**src/rtl/xcvr_mode_pkg.sv**
```systemverilog
// Shared constants, types and state layouts for the dual transceiver mode logic
package xcvr_mode_pkg;
   ////////////////////////////////////////////////////////////////////////////////
   // Clock and timebase
   localparam int CLK_MHZ  = 200;                       // Core clock rate
   localparam int TICK_NS  = 50;                        // Timebase tick period
   localparam int TICK_CYC = TICK_NS * CLK_MHZ / 1000;  // Cycles per tick
   localparam int TICK_CW  = 4;                         // Tick divider width
   localparam int CW       = 16;                        // Width of all tick counters
   localparam int NCH      = 2;                         // Channel count

   ////////////////////////////////////////////////////////////////////////////////
   // Register map (byte addresses) and fields
   localparam logic [11:0] CTRL_OFF    = 12'h000;       // Control register
   localparam logic [11:0] STATUS_OFF  = 12'h004;       // Status register
   localparam int          CTRL_LATCH  = 0;             // Latching receive variant
   localparam int          CTRL_IOSUP  = 1;             // I/O supplied variant
   localparam logic        LATCH_RST   = 1'b0;          // Reset of latching select
   localparam logic        IOSUP_RST   = 1'b1;          // Reset of I/O supplied select
   localparam int          ST_STRIDE   = 8;             // Status bits per channel
   localparam int          ST_MODE     = 0;             // Mode field, 2 bits
   localparam int          ST_WOKEN    = 2;             // Wake-up detected
   localparam int          ST_TOUT     = 3;             // Dominant timeout tripped
   localparam int          ST_OTBLK    = 4;             // Drivers blocked by heat

   ////////////////////////////////////////////////////////////////////////////////
   // Enumerations
   typedef enum logic [1:0] {MODE_OFF, MODE_STANDBY, MODE_NORMAL} mode_t;
   typedef enum logic [2:0] {WK_IDLE, WK_DOM1, WK_REC, WK_DOM2, WK_DONE} wake_t;

   ////////////////////////////////////////////////////////////////////////////////
   // State layouts
   typedef struct packed {
      logic          stb_f;     // Filtered standby select
      logic [CW-1:0] stb_cnt;   // Standby select filter count
      mode_t         mode;      // Current mode
      logic          tx_armed;  // High level seen in Normal mode
      logic [CW-1:0] to_cnt;    // Dominant timeout count
      logic          to_trip;   // Transmitter disabled by timeout
      logic          ot_block;  // Drivers disabled by overtemperature
      logic          lp_bus;    // Filtered low-power receiver, 1 = dominant
      logic [CW-1:0] lp_cnt;    // Low-power filter count
      wake_t         wst;       // Wake pattern phase
      logic [CW-1:0] ph_cnt;    // Phase duration count
      logic [CW-1:0] win_cnt;   // Pattern window count
      logic          woken;     // Wake-up event raised
      logic [CW-1:0] su_cnt;    // Receive startup count
      logic          su_done;   // Receive startup elapsed
      logic          rxd;       // Registered receive output
      logic          rx_oe;     // Receive output enable
      logic          drv;       // Drive bus dominant
      logic          bias;      // Bus biased to ground
      logic          hiz;       // Bus high impedance
   } chan_t;

   typedef struct packed {
      logic [TICK_CW-1:0] tick_cnt;   // Timebase divider
      logic               tick;       // Timebase enable pulse
      logic               stbuv_f;    // Filtered standby undervoltage
      logic [CW-1:0]      stbuv_cnt;  // Its filter count
      logic               swoff_f;    // Filtered switch-off undervoltage
      logic [CW-1:0]      swoff_cnt;  // Its filter count
      logic               latch_var;  // Latching receive variant
      logic               io_var;     // I/O supplied variant
      logic [31:0]        prdata;     // Registered read data
      chan_t [NCH-1:0]    ch;         // Per channel state
   } top_t;
endpackage

```
**src/rtl/xcvr_mode_wake.sv**
```systemverilog
// Mode, wake-up and protection logic for both transceiver channels
//
// The implementer's own choices: the address map and the APB register port.
`timescale 1ns/10ps
module xcvr_mode_wake
   import xcvr_mode_pkg::*;
#(
   parameter int WAKE_DOM_NS   = 1000,     // Least dominant wake phase
   parameter int WAKE_REC_NS   = 1000,     // Least recessive wake phase
   parameter int WAKE_WIN_NS   = 1000000,  // Longest pattern window
   parameter int FLTR_WAKE_NS  = 500,      // Low-power receiver filter
   parameter int STARTUP_RX_NS = 25000,    // Receive startup delay
   parameter int TO_DOM_NS     = 1000000,  // Dominant timeout
   parameter int FLTR_IO_NS    = 500,      // Standby select filter
   parameter int UV_DET_NS     = 10000,    // Standby undervoltage detect
   parameter int SWOFF_DET_NS  = 10000     // Switch-off undervoltage detect
) (
   input  wire logic           core_clk_i,            // Core clock
   input  wire logic           reset_i,               // Synchronous reset
   // APB slave
   input  wire logic           psel_i,                // Select
   input  wire logic           penable_i,             // Access phase
   input  wire logic           pwrite_i,              // Write
   input  wire logic [11:0]    paddr_i,               // Byte address
   input  wire logic [31:0]    pwdata_i,              // Write data
   output logic      [31:0]    prdata_o,              // Read data
   output logic                pready_o,              // Ready
   output logic                pslverr_o,             // Error on unmapped
   // Shared supply and temperature flags
   input  wire logic           vcc_stb_uv_i,          // Main below standby level
   input  wire logic           vcc_swoff_uv_i,        // Main below switch-off
   input  wire logic           io_swoff_uv_i,         // I/O below switch-off
   input  wire logic           overtemp_i,            // Above shutdown level
   input  wire logic           temp_released_i,       // Below release level
   // Per channel controller side
   input  wire logic [NCH-1:0] transmit_input_i,      // Transmit level
   input  wire logic [NCH-1:0] transmit_driven_i,     // Transmit pin is driven
   input  wire logic [NCH-1:0] standby_select_i,      // Standby select level
   input  wire logic [NCH-1:0] standby_driven_i,      // Select pin is driven
   output logic      [NCH-1:0] receive_output_o,      // Receive level
   output logic      [NCH-1:0] receive_output_oe_o,   // Receive enable
   // Per channel bus side
   input  wire logic [NCH-1:0] bus_dominant_i,        // Receiver sees dominant
   output logic      [NCH-1:0] bus_drive_dominant_o,  // Drive dominant
   output logic      [NCH-1:0] bus_bias_gnd_o,        // Bias lines to ground
   output logic      [NCH-1:0] bus_hiz_o              // Lines high impedance
);

   ////////////////////////////////////////////////////////////////////////////////
   // Tick counts, least times round up, longest times round down
   // Minimum times are never shortened by the tick grid,
   // the window limit is never lengthened by it, the timeout trips on tick TO_TK + 1
   localparam logic [TICK_CW-1:0] TICK_LAST = TICK_CW'(TICK_CYC - 1);  // Divider end
   localparam logic [CW-1:0] DOM_TK = CW'((WAKE_DOM_NS + TICK_NS - 1) / TICK_NS);
   localparam logic [CW-1:0] REC_TK = CW'((WAKE_REC_NS + TICK_NS - 1) / TICK_NS);
   localparam logic [CW-1:0] WIN_TK = CW'(WAKE_WIN_NS / TICK_NS);
   localparam logic [CW-1:0] FLT_TK = CW'((FLTR_WAKE_NS + TICK_NS - 1) / TICK_NS);
   localparam logic [CW-1:0] SU_TK  = CW'((STARTUP_RX_NS + TICK_NS - 1) / TICK_NS);
   localparam logic [CW-1:0] TO_TK  = CW'(TO_DOM_NS / TICK_NS);
   localparam logic [CW-1:0] IO_TK  = CW'((FLTR_IO_NS + TICK_NS - 1) / TICK_NS);
   localparam logic [CW-1:0] UV_TK  = CW'((UV_DET_NS + TICK_NS - 1) / TICK_NS);
   localparam logic [CW-1:0] OFF_TK = CW'((SWOFF_DET_NS + TICK_NS - 1) / TICK_NS);

   ////////////////////////////////////////////////////////////////////////////////
   // Functions

   // Level filter: output takes a new level after it held for lim ticks
   // Packed result: new level on top, count below
   // Count restarts whenever raw matches the output
   function automatic logic [CW:0] filter_step(input logic          cur,
                                               input logic [CW-1:0] cnt,
                                               input logic          raw,
                                               input logic          tk,
                                               input logic [CW-1:0] lim);
      logic [CW:0] r;
      r = {cur, cnt};
      if (raw == cur) begin
         r = {cur, {CW{1'b0}}};
      end else if (tk) begin
         if (cnt + 1'b1 >= lim) begin
            r = {raw, {CW{1'b0}}};
         end else begin
            r = {cur, cnt + 1'b1};
         end
      end
      return r;
   endfunction

   // Mode from detectors and select, off wins, then standby
   // Fixed priority leaves no detector mix undefined
   function automatic mode_t resolve(input logic off_uv,
                                     input logic stb_uv,
                                     input logic sel);
      mode_t m;
      if (off_uv) begin
         m = MODE_OFF;
      end else if (stb_uv || sel) begin
         m = MODE_STANDBY;
      end else begin
         m = MODE_NORMAL;
      end
      return m;
   endfunction

   ////////////////////////////////////////////////////////////////////////////////
   // State
   top_t s;      // Registered state
   top_t nxt_s;  // Next state

   // Next state logic
   always_comb begin
      chan_t       c;      // Working channel copy
      logic [CW:0] f;      // Filter result
      logic        txd;    // Effective transmit level
      logic        sel;    // Raw select with pull-up
      logic        off_r;  // Governing switch-off flag
      logic        lvl;    // Level wanted by wake phase
      logic        lp;     // Filtered bus, 1 = dominant
      logic [CW-1:0] lim;  // Phase length wanted
      logic [31:0] stat;   // Status word
      // Defaults keep every path assigned
      nxt_s = s;
      c     = s.ch[0];
      f     = '0;
      txd   = 1'b1;
      sel   = 1'b1;
      lvl   = 1'b0;
      lp    = 1'b0;
      lim   = DOM_TK;
      stat  = 32'h0000_0000;

      // Timebase pulse
      // One pulse per tick drives every duration count
      nxt_s.tick     = (s.tick_cnt == TICK_LAST);
      nxt_s.tick_cnt = nxt_s.tick ? '0 : s.tick_cnt + 1'b1;

      // Shared supply detectors
      // Symmetric filters: recovery takes as long as entry
      // The variant bit picks the supply that governs Off
      f = filter_step(s.stbuv_f, s.stbuv_cnt, vcc_stb_uv_i, s.tick, UV_TK);
      {nxt_s.stbuv_f, nxt_s.stbuv_cnt} = f;
      off_r = s.io_var ? io_swoff_uv_i : vcc_swoff_uv_i;
      f = filter_step(s.swoff_f, s.swoff_cnt, off_r, s.tick, OFF_TK);
      {nxt_s.swoff_f, nxt_s.swoff_cnt} = f;

      // Independent channels
      // Channels share only the timebase, supply filters, heat flags and variant bits
      for (int i = 0; i < NCH; i++) begin
         c   = s.ch[i];
         txd = !transmit_driven_i[i] || transmit_input_i[i];
         sel = !standby_driven_i[i] || standby_select_i[i];
         f   = filter_step(s.ch[i].stb_f, s.ch[i].stb_cnt, sel, s.tick, IO_TK);
         c.stb_f   = f[CW];
         c.stb_cnt = f[CW-1:0];
         c.mode    = resolve(s.swoff_f, s.stbuv_f, s.ch[i].stb_f);

         // Low-power receiver filter
         // Short pulses never reach the wake detector
         f = filter_step(s.ch[i].lp_bus, s.ch[i].lp_cnt, bus_dominant_i[i],
                         s.tick, FLT_TK);
         c.lp_bus = f[CW];
         c.lp_cnt = f[CW-1:0];
         lp       = s.ch[i].lp_bus;

         // Wake pattern detector
         // Leaving Standby, or low main supply with Normal asked,
         // clears the pattern and any pending wake
         if (s.ch[i].mode != MODE_STANDBY || (s.stbuv_f && !s.ch[i].stb_f)) begin
            c.wst     = WK_IDLE;
            c.woken   = 1'b0;
            c.su_cnt  = '0;
            c.su_done = 1'b0;
         end else begin
            lvl = (s.ch[i].wst == WK_REC) ? !lp : lp;
            lim = (s.ch[i].wst == WK_REC) ? REC_TK : DOM_TK;
            unique case (s.ch[i].wst)
               WK_IDLE: begin
                  // First dominant opens the window
                  if (lp) begin
                     c.wst     = WK_DOM1;
                     c.ph_cnt  = '0;
                     c.win_cnt = '0;
                  end
               end
               WK_DOM1, WK_REC, WK_DOM2: begin
                  // Phases advance only on ticks
                  // A wrong level restarts only the phase count,
                  // the window runs on from the first dominant
                  if (!s.tick) begin
                     c.wst = s.ch[i].wst;
                  end else if (s.ch[i].win_cnt + 1'b1 >= WIN_TK) begin
                     c.wst = WK_IDLE;
                  end else begin
                     c.win_cnt = s.ch[i].win_cnt + 1'b1;
                     if (!lvl) begin
                        c.ph_cnt = '0;
                     end else if (s.ch[i].ph_cnt + 1'b1 >= lim) begin
                        c.ph_cnt = '0;
                        if (s.ch[i].wst == WK_DOM1) begin
                           c.wst = WK_REC;
                        end else if (s.ch[i].wst == WK_REC) begin
                           c.wst = WK_DOM2;
                        end else begin
                           c.wst   = WK_DONE;
                           c.woken = 1'b1;
                        end
                     end else begin
                        c.ph_cnt = s.ch[i].ph_cnt + 1'b1;
                     end
                  end
               end
               WK_DONE: begin
                  // Receive startup delay runs
                  if (s.tick && !s.ch[i].su_done) begin
                     c.su_cnt  = s.ch[i].su_cnt + 1'b1;
                     c.su_done = (s.ch[i].su_cnt + 1'b1 >= SU_TK);
                  end
               end
            endcase
         end

         // Dominant timeout and first high arming
         // Trip holds until transmit goes high again
         if (s.ch[i].mode != MODE_NORMAL) begin
            c.tx_armed = 1'b0;
            c.to_cnt   = '0;
            c.to_trip  = 1'b0;
         end else if (txd) begin
            c.tx_armed = 1'b1;
            c.to_cnt   = '0;
            c.to_trip  = 1'b0;
         end else if (s.tick && !s.ch[i].to_trip) begin
            if (s.ch[i].to_cnt >= TO_TK) begin
               c.to_trip = 1'b1;
            end else begin
               c.to_cnt = s.ch[i].to_cnt + 1'b1;
            end
         end

         // Overtemperature block, released only on high transmit in Normal
         // Waiting for a high level stops drivers toggling
         // across the temperature hysteresis
         if (overtemp_i) begin
            c.ot_block = 1'b1;
         end else if (temp_released_i && txd && s.ch[i].mode == MODE_NORMAL) begin
            c.ot_block = 1'b0;
         end

         // Output levels
         // Outputs are registered one cycle behind the mode
         c.drv   = (s.ch[i].mode == MODE_NORMAL) && !txd && s.ch[i].tx_armed &&
                   !s.ch[i].to_trip && !s.ch[i].ot_block;
         c.bias  = (s.ch[i].mode == MODE_STANDBY);
         c.hiz   = (s.ch[i].mode == MODE_OFF);
         c.rx_oe = (s.ch[i].mode != MODE_OFF);
         unique case (s.ch[i].mode)
            MODE_OFF: begin
               c.rxd = 1'b1;
            end
            MODE_NORMAL: begin
               c.rxd = !bus_dominant_i[i];
            end
            MODE_STANDBY: begin
               if (s.stbuv_f && !s.ch[i].stb_f) begin
                  c.rxd = !lp;
               end else if (s.ch[i].woken && s.ch[i].su_done) begin
                  c.rxd = s.latch_var ? 1'b0 : !lp;
               end else begin
                  c.rxd = 1'b1;
               end
            end
         endcase
         nxt_s.ch[i] = c;

         // Status fields
         // Status shows the registered channel state
         stat[i*ST_STRIDE + ST_MODE +: 2] = s.ch[i].mode;
         stat[i*ST_STRIDE + ST_WOKEN]     = s.ch[i].woken;
         stat[i*ST_STRIDE + ST_TOUT]      = s.ch[i].to_trip;
         stat[i*ST_STRIDE + ST_OTBLK]     = s.ch[i].ot_block;
      end

      // APB write on access phase
      // Writes to Status are dropped, other addresses are refused by the error flag
      if (psel_i && penable_i && pwrite_i && paddr_i[11:2] == CTRL_OFF[11:2]) begin
         nxt_s.latch_var = pwdata_i[CTRL_LATCH];
         nxt_s.io_var    = pwdata_i[CTRL_IOSUP];
      end

      // APB read data captured in setup
      // Capture in setup lets the access phase end at once
      if (psel_i && !penable_i) begin
         if (paddr_i[11:2] == CTRL_OFF[11:2]) begin
            nxt_s.prdata = 32'h0000_0000;
            nxt_s.prdata[CTRL_LATCH] = s.latch_var;
            nxt_s.prdata[CTRL_IOSUP] = s.io_var;
         end else if (paddr_i[11:2] == STATUS_OFF[11:2]) begin
            nxt_s.prdata = stat;
         end else begin
            nxt_s.prdata = 32'h0000_0000;
         end
      end
   end

   // State register
   // Reset enters Off with the switch-off filter set, so
   // outputs stay released until the supply flag clears
   always_ff @(posedge core_clk_i) begin
      if (reset_i) begin
         s           <= '0;
         s.latch_var <= LATCH_RST;
         s.io_var    <= IOSUP_RST;
         s.swoff_f   <= 1'b1;
         for (int i = 0; i < NCH; i++) begin
            s.ch[i].stb_f <= 1'b1;
            s.ch[i].mode  <= MODE_OFF;
            s.ch[i].rxd   <= 1'b1;
            s.ch[i].hiz   <= 1'b1;
         end
      end else begin
         s <= nxt_s;
      end
   end

   ////////////////////////////////////////////////////////////////////////////////
   // Outputs
   assign prdata_o  = s.prdata;
   assign pready_o  = 1'b1;
   assign pslverr_o = psel_i && penable_i && (paddr_i[11:2] != CTRL_OFF[11:2]) &&
                      (paddr_i[11:2] != STATUS_OFF[11:2]);

   // Per channel output unpacking
   // Every pin comes straight from a state flip-flop
   generate
      for (genvar g = 0; g < NCH; g++) begin : g_out
         assign receive_output_o[g]     = s.ch[g].rxd;
         assign receive_output_oe_o[g]  = s.ch[g].rx_oe;
         assign bus_drive_dominant_o[g] = s.ch[g].drv;
         assign bus_bias_gnd_o[g]       = s.ch[g].bias;
         assign bus_hiz_o[g]            = s.ch[g].hiz;
      end
   endgenerate

endmodule

```
**config.mk**
```make
export PLATFORM = sky130hd
export DESIGN_NAME = xcvr_mode_wake
export DESIGN_NICKNAME = d
export VERILOG_FILES = /design/src/rtl/xcvr_mode_pkg.sv /design/src/rtl/xcvr_mode_wake.sv
export SDC_FILE = /design/constraint.sdc
export NUM_CORES = 1
export LEC_CHECK = 0
export ABC_AREA = 1
export BUFFER_PORTS_ARGS = -buffer_cell sky130_fd_sc_hd__buf_2
export CORE_MARGIN = 3
export CORE_UTILIZATION = 50
export CTS_CLUSTER_DIAMETER = 200
export DETAILED_ROUTE_END_ITERATION = 12
export GPL_ROUTABILITY_DRIVEN = 0
export HOLD_SLACK_MARGIN = 0.15
export PLACE_DENSITY_LB_ADDON = 0.3
export SETUP_SLACK_MARGIN = 0.5
export SLEW_MARGIN = 20
export SYNTH_ARGS = -nofsm -noshare
export SYNTH_HDL_FRONTEND = slang
export SYNTH_SLANG_ARGS = --single-unit
export TNS_END_PERCENT = 50
```
**constraint.sdc**
```tcl
create_clock -name core_clk_i -period 4.32 [get_ports core_clk_i]
set_input_delay 0.864 -clock core_clk_i [delete_from_list [all_inputs] [get_ports core_clk_i]]
set_output_delay 0.864 -clock core_clk_i [all_outputs]
set_load 0.01 [all_outputs]
```
==> flow_summary_export.csv, run 1 <==
group,metric,value,unit
yosys,synthFlopType,"dfxtp_1",
grt,antenna_found_initial,1,
yosys,netlist_top_cells_area,"dfxtp_1 37%, nand2_1 10%, inv_1 7.8%",
sta,setup_viol,0,
routing,drt-total-wl,31300,um
yosys,synth_area,14800,um^2
clock_tree,htree_num_levels,1,
worst_setup_path,r2r-start,"s[24]",
power,vdd.ir_drop.worst,302,uV
clock_tree,hold_buffers,0,
finish,num_antenna_cells,0,
yosys,avgSynthCellArea,6.92,um^2
worst_setup_path,r2r_slack,1.20,ns
floorplanning,dieArea,31700,um^2
clock_tree,clock_latency,0.56,ns
min_path,hold_path.class,"flop to flop",
floorplanning,num_rows,62,
power,pwr_density_cell,331,nW/um^2
placed_design,dpl.hpwl,22700,um
floorplanning,start_util,51.2,%
yosys,synth_common_cells,"401 x nand2_1, 308 x inv_1, 277 x dfxtp_1",
routing,drc,0,
sta,finalMaxSlewViolations,0,
sta,finalHoldViolCount,0,
sta,fmax,321,MHz
sta,min_period,3.12,ns
routing,ant_nets,0,
power,finalPower,5.38,mW
floorplanning,die_y,178,um
floorplanning,coreArea,28900,um^2
min_path,hold_path_end,"bus_drive_dominant_o[1]",
routing,firstDrtPassIters,5,
min_path,hold_depth,2,
clock_tree,cts_sinks,277,
worst_setup_path,rr_worst_depth,14,
job,drv_cap,0,
sta,rsz0062_at_grt,"false",
sta,tightest_slew,0.842,ns
grt,grt_pass1_wl,53700,um
floorplanning,die_w,178,um
clock_tree,cts_tree,"built",
finish,areaGrowthSynthToFinish,9.76,%
worst_setup_path,startpoint_type,"flop",
worst_setup_path,r2r-end,"s[29]",
yosys,yosysWarningCount,0,
routing,via_count,13100,
yosys,yosysTopAreaCell,"dfxtp_1",
sta,fin_skew,0.0103,ns
finish,fin_nets,2267,
yosys,syn-instance-count,2139,
yosys,ys_ff_latch,277,
placed_design,io_buffers,52,
power,p_leak,6.53,nW
finish,post_route_cells_drive_above_1_share,7.70,%
min_path,hp-start,"s[206]",
yosys,synth_most_common_cell,"nand2_1",
routing,avgRoutedWirePerCell,12.1,um
placed_design,dp.cells,2523,
clock_tree,cts_max_path_buffers,3,
worst_setup_path,worstPathMaxFanout,29,
yosys,synth_top_area_share,37.5,%
grt,grt_start_max_net_pins,49,
grt,grtUsageTotal,19.7,%
grt,gr-total-overflow,0,
worst_setup_path,crit_path_start,"s[24]",
yosys,ys_seq_area_share,37.5,%
clock_tree,cts_resized,0,
yosys,ys_async_sr_fraction,0,%
finish,post_layout_nonfiller_instances,2579,
sta,finalCritPeriodShare,72.1,%
sta,tns,0,ns
floorplanning,ios,108,
routing,drtIter0Drc,558,
finish,n_fill_cell,2755,
worst_setup_path,crit_type,"flop to flop",
clock_tree,path_clk_slew,0.06,ns
routing,vias_per_cell,5.07,
yosys,synth_edf_count,0,
clock_tree,post_cts_buffers,0,
sta,slew-limit-headroom,43.7,%
yosys,yosysUniqueCellTypes,50,
clock_tree,numCtsBuffers,30,
run_status,outcome,"finished, final reports clean",
clock_tree,cts_root_buf,"clkbuf_16",
grt,grt_pass1_vias,12200,
worst_setup_path,endpoint_kind,"flop",
worst_setup_path,cp.arrival,3.53,ns
worst_setup_path,worstPathRequired,4.74,ns
-- routing by layer --
metal	part of all wire (%)	GRT usage [%]	wire length [um]	vias up
met5	0.042	0	13	-
met4	2.6	5.56	811	2
met3	4.7	3.28	1460	58
met2	46	33.9	14300	221
met1	47	25.5	14700	5905
li1	-	-	-	6891
-- worst max-delay path, stage by stage, from the launching register on --
cell and delay (ns):
dfxtp_1 0.37, ha_1 0.20, nand2_1 0.08, nor2_1 0.30, nand2_1 0.09, nand2_1 0.07, nand2_1 0.08, inv_1 0.08
nand4_1 0.16, nand3_2 0.16, nand2_1 0.07, nand2_2 0.47, inv_1 0.51, o21ai_0 0.28, a21oi_1 0.05
-- power by group --
part           switching, mW  leakage, nW  total (mW)  internal, mW
sequential           0.00658         2.23        2.57          2.56
clock                   1.03        0.527        2.70          1.67
combinational         0.0774         3.77       0.108        0.0308
-- kinds of logic after synthesis --
logic type / after synthesis / share of synthesized area (%)
AOI/OAI and AO/OA: 287 / 10.9
DFF: 277 / 37.5
and+or+nand+nor: 1040 / 31.1
adders and majority gates: 32 / 2.71
buffers and inverters: 394 / 11.5
xor gates and xnor gates: 107 / 6.33
other: 2 / 0.0507
-- layout make-up --
type,count,area [um^2],area share (%)
Multi-Input combinational cell,1489,7650,47.1
Sequential cell,277,5550,34.1
Clock inverter,12,174,1.07
Tap cell,384,480,2.96
Timing Repair Buffer,62,335,2.06
Inverter,311,1170,7.20
Clock buffer,44,893,5.50
-- placed cells by master (no fill, tap or decap), types with 5 or more instances in the layout --
master	instances
o21ai_0	110
nor3_1	85
clkbuf_1	5
nor2_1	274
clkbuf_8	9
xnor2_1	13
o21ai_1	6
buf_2	52
a21oi_1	117
nor4_1	10
a211oi_1	6
nand4_1	52
clkinv_2	6
ha_1	32
nor2_2	16
nand2_1	401
inv_1	308
xor2_1	94
nand2_2	5
nand3_1	157
nand3b_1	11
o211ai_1	12
conb_1	23
dfxtp_1	277
o21bai_1	7
clkbuf_16	30
o22ai_1	5
or2_2	10
buf_4	10
a211oi_2	7
-- registers in the layout, indices dropped and copies added, names as in the netlist --
signal / cells
bus_bias_gnd_o: 2
bus_drive_dominant_o: 2
bus_hiz_o: 2
prdata_o: 10
receive_output_o: 2
receive_output_oe_o: 2
s: 257
-- worst max-delay path by stage --
stage,slack (ns),cells past startpoint,endpoint
floorplan,2.00,4,pslverr_o
detailed placement,1.09,7,s[284]
global route,0.83,13,s[43]
global placement,1.17,7,s[283]
finish,1.20,14,s[29]
CTS,1.21,13,s[24]
-- per-stage QoR --
step                      util [%]  hold slack, ns  area, um^2  setup slack [ns]
after global routing          56.1           0.457       16200             0.826
after global placement        52.5           0.426       15200              1.17
after floorplan                  -           0.412       14900              2.00
final                         56.1           0.434       16200              1.20
after detailed placement      52.5           0.430       15200              1.09
after CTS                     56.1           0.436       16200              1.21
(Power assumes the default switching activity.)
==> run 2: changes to the inputs <==
- clock period: 4.32 -> 3.06 ns (I/O delays scaled with it)
==> run 2 against run 1 <==
  * Maximum frequency is 29% higher
  * Hold slack lost 0.15 ns
  * Sequential cell count unchanged
  * Clock power increased by 29%
  * Utilization grew 0.29 points
  * Register-to-register slack got worse by 0.55 ns
  * Wire length up 0.96%
  * Power is 35% higher
  * Cell count grew 0.19%
  * Largest cell class unchanged
==> flow_summary_export.csv, run 2 (synthesis gave the netlist of run 1 again) <==
group,metric,value,unit
run_status,outcome,"finished, final reports clean",
power,p_leak,6.57,nW
routing,drt-total-wl,31600,um
power,switchingPower,1.56,mW
finish,final_common_cell,"nand2_1",
power,swShare,21.5,%
worst_setup_path,cp_top_family,"simple AND/OR/NAND/NOR gates",
grt,grt_start_max_net_pins,49,
placed_design,place_area,15200,um^2
power,seqPwrFrac,49.9,%
finish,top_register,"s",
clock_tree,cts_tree,"built",
power,p_comb_share,2.1,%
clock_tree,clock_latency,0.56,ns
clock_tree,htree_num_levels,1,
finish,fin_nets,2276,
clock_tree,hold_buffers,0,
clock_tree,path_clk_slew,0.06,ns
clock_tree,numCtsBuffers,31,
grt,grt_pass1_wl,53800,um
grt,grtUsageTotal,19.8,%
routing,drtIter0Drc,715,
floorplanning,num_rows,62,
sta,fmax,415,MHz
sta,finalCritPeriodShare,78.7,%
routing,ant_nets,0,
routing,avgRoutedWirePerCell,12.2,um
worst_setup_path,worstPathRequired,3.54,ns
min_path,hold_path.class,"input pin to flop",
clock_tree,cts_root_buf,"clkbuf_16",
sta,tightest_slew,0.796,ns
power,vdd.ir_drop.worst,379,uV
sta,fin_skew,0.0141,ns
routing,drc,0,
floorplanning,start_util,51.2,%
routing,firstDrtPassIters,5,
finish,post_route_cells_drive_above_1_share,8.73,%
worst_setup_path,r2r-end,"s[154]",
finish,largest_reg_flops,257,
worst_setup_path,crit_buf_inv,1,
clock_tree,cts_sinks,277,
finish,areaGrowthSynthToFinish,10.3,%
power,clkPwrFrac,48.0,%
worst_setup_path,cp.arrival,2.89,ns
routing,vias_per_cell,5.08,
clock_tree,cts_max_path_buffers,3,
floorplanning,die_w,178,um
sta,tns,0,ns
floorplanning,ios,108,
worst_setup_path,rr_worst_depth,14,
sta,slew-limit-headroom,46.7,%
placed_design,dpl.hpwl,22800,um
worst_setup_path,startpoint_type,"flop",
power,p_int,5.71,mW
finish,fin_area,16300,um^2
grt,gr-total-overflow,0,
power,pwr_density_cell,446,nW/um^2
finish,num_antenna_cells,0,
worst_setup_path,endpoint_kind,"flop",
job,drv_cap,0,
worst_setup_path,r2r_slack,0.65,ns
finish,n_fill_cell,2685,
floorplanning,coreArea,28900,um^2
worst_setup_path,critPathMaxStageDelay,0.37,ns
placed_design,io_buffers,52,
grt,grt_pass1_vias,12200,
finish,layout_common_cells,"401 x nand2_1, 307 x inv_1, 274 x dfxtp_1",
finish,multi_input_area,7720,um^2
worst_setup_path,path_cells,"ha_1 -> nand2_1 -> nor2_1 -> nand3_1 -> nor2_1 -> xor2_1 -> nand3_1 -> nor2_1 -> nand2_1 -> nor2_2 -> nand2_1 -> nand2_1 -> inv_1 -> nor2_1",
worst_setup_path,cp.depth,14,
grt,antenna_found_initial,0,
worst_setup_path,r2r-start,"s[152]",
worst_setup_path,crit_end,"s[154]",
worst_setup_path,crit_path_start,"s[152]",
sta,setup_viol,0,
sta,finalMaxSlewViolations,0,
finish,seqCellArea,5550,um^2
sta,min_period,2.41,ns
worst_setup_path,cpMaxStageDelayCell,"dfxtp_1",
floorplanning,dieArea,31700,um^2
floorplanning,die_y,178,um
worst_setup_path,crit_type,"flop to flop",
sta,rsz0062_at_grt,"true",
worst_setup_path,worstPathMaxFanout,5,
sta,finalHoldViolCount,0,
routing,via_count,13100,
==> run 2: changes by cell type in the layout (fill, tap and decap cells not counted), moves of 3 or more <==
cell	previous run	this run
buf_4	10	14
bufinv_16	4	0
dfxtp_1	277	274
dfxtp_2	0	3
nor2_1	274	267
nor2_2	16	19
nor2_4	3	7
nor3_1	85	81
nor3_2	1	4
==> run 2: how the worst min path moves through the flow <==
| stage | end | from | slack, ns | depth (start not counted) |
|---|---|---|---|---|
| 2_1_floorplan | bus_drive_dominant_o[0] | s[75] | 0.41 | 1 |
| 3_3_place_gp | bus_drive_dominant_o[1] | s[206] | 0.43 | 2 |
| 3_5_place_dp | bus_drive_dominant_o[1] | s[206] | 0.43 | 2 |
| 5_1_grt | s[259] | pwdata_i[0] | 0.27 | 3 |
| 6_report | s[258] | pwdata_i[1] | 0.28 | 3 |
| 4_1_cts | s[258] | pwdata_i[1] | 0.26 | 3 |
==> run 2: repair_timing <==
item	in CTS	in global routing
resized for setup	0	33
setup endpoints to repair	0	78
buffers inserted	0	3
==> run 2: layer usage <==
| layer | wire (um) | share of wire [%] | up-vias | GRT usage, % |
|---|---|---|---|---|
| met5 | 0 | 0 | - | 0 |
| met2 | 14700 | 47 | 184 | 34.5 |
| met1 | 15000 | 47 | 5978 | 25.4 |
| met4 | 817 | 2.6 | 0 | 5.56 |
| li1 | - | - | 6906 | - |
| met3 | 1090 | 3.4 | 57 | 2.83 |
==> run 2: final cells by class <==
type	count	area share [%]
Clock buffer	44	5.60
Clock inverter	9	0.299
Inverter	311	7.20
Multi-Input combinational cell	1489	47.3
Sequential cell	277	34.0
Tap cell	384	2.94
Timing Repair Buffer	70	2.67
==> run 2: through the flow <==
step / setup slack [ns] / utilization (%) / instances / hold WS [ns] / power, mW
floorplan: 0.955 / - / 2160 / 0.412 / 3.83
global placement: 0.465 / 52.6 / 2528 / 0.426 / 3.86
detailed placement: 0.401 / 52.6 / 2528 / 0.433 / 3.86
CTS: 0.573 / 56.0 / 2581 / 0.261 / 7.37
global route: 0.422 / 56.4 / 2584 / 0.269 / 7.54
finish: 0.651 / 56.4 / 2584 / 0.282 / 7.28
==> run 2: power groups by stage <==
stage	Clock [mW]	Combinational [mW]	Sequential, mW
floorplan	0	0.124	3.70
finish	3.49	0.153	3.63
CTS	3.59	0.153	3.63
global route	3.73	0.172	3.63
detailed placement	0	0.152	3.71
global placement	0	0.149	3.71
==> run 2: worst register-to-register path, cell delays in order (launching register included) <==
cell and delay, ns:
dfxtp_1 0.37, ha_1 0.21, nand2_1 0.10, nor2_1 0.29, nand3_1 0.15, nor2_1 0.15
xor2_1 0.17, nand3_1 0.12, nor2_1 0.21, nand2_1 0.11, nor2_2 0.21, nand2_1 0.08
nand2_1 0.06, inv_1 0.04, nor2_1 0.09
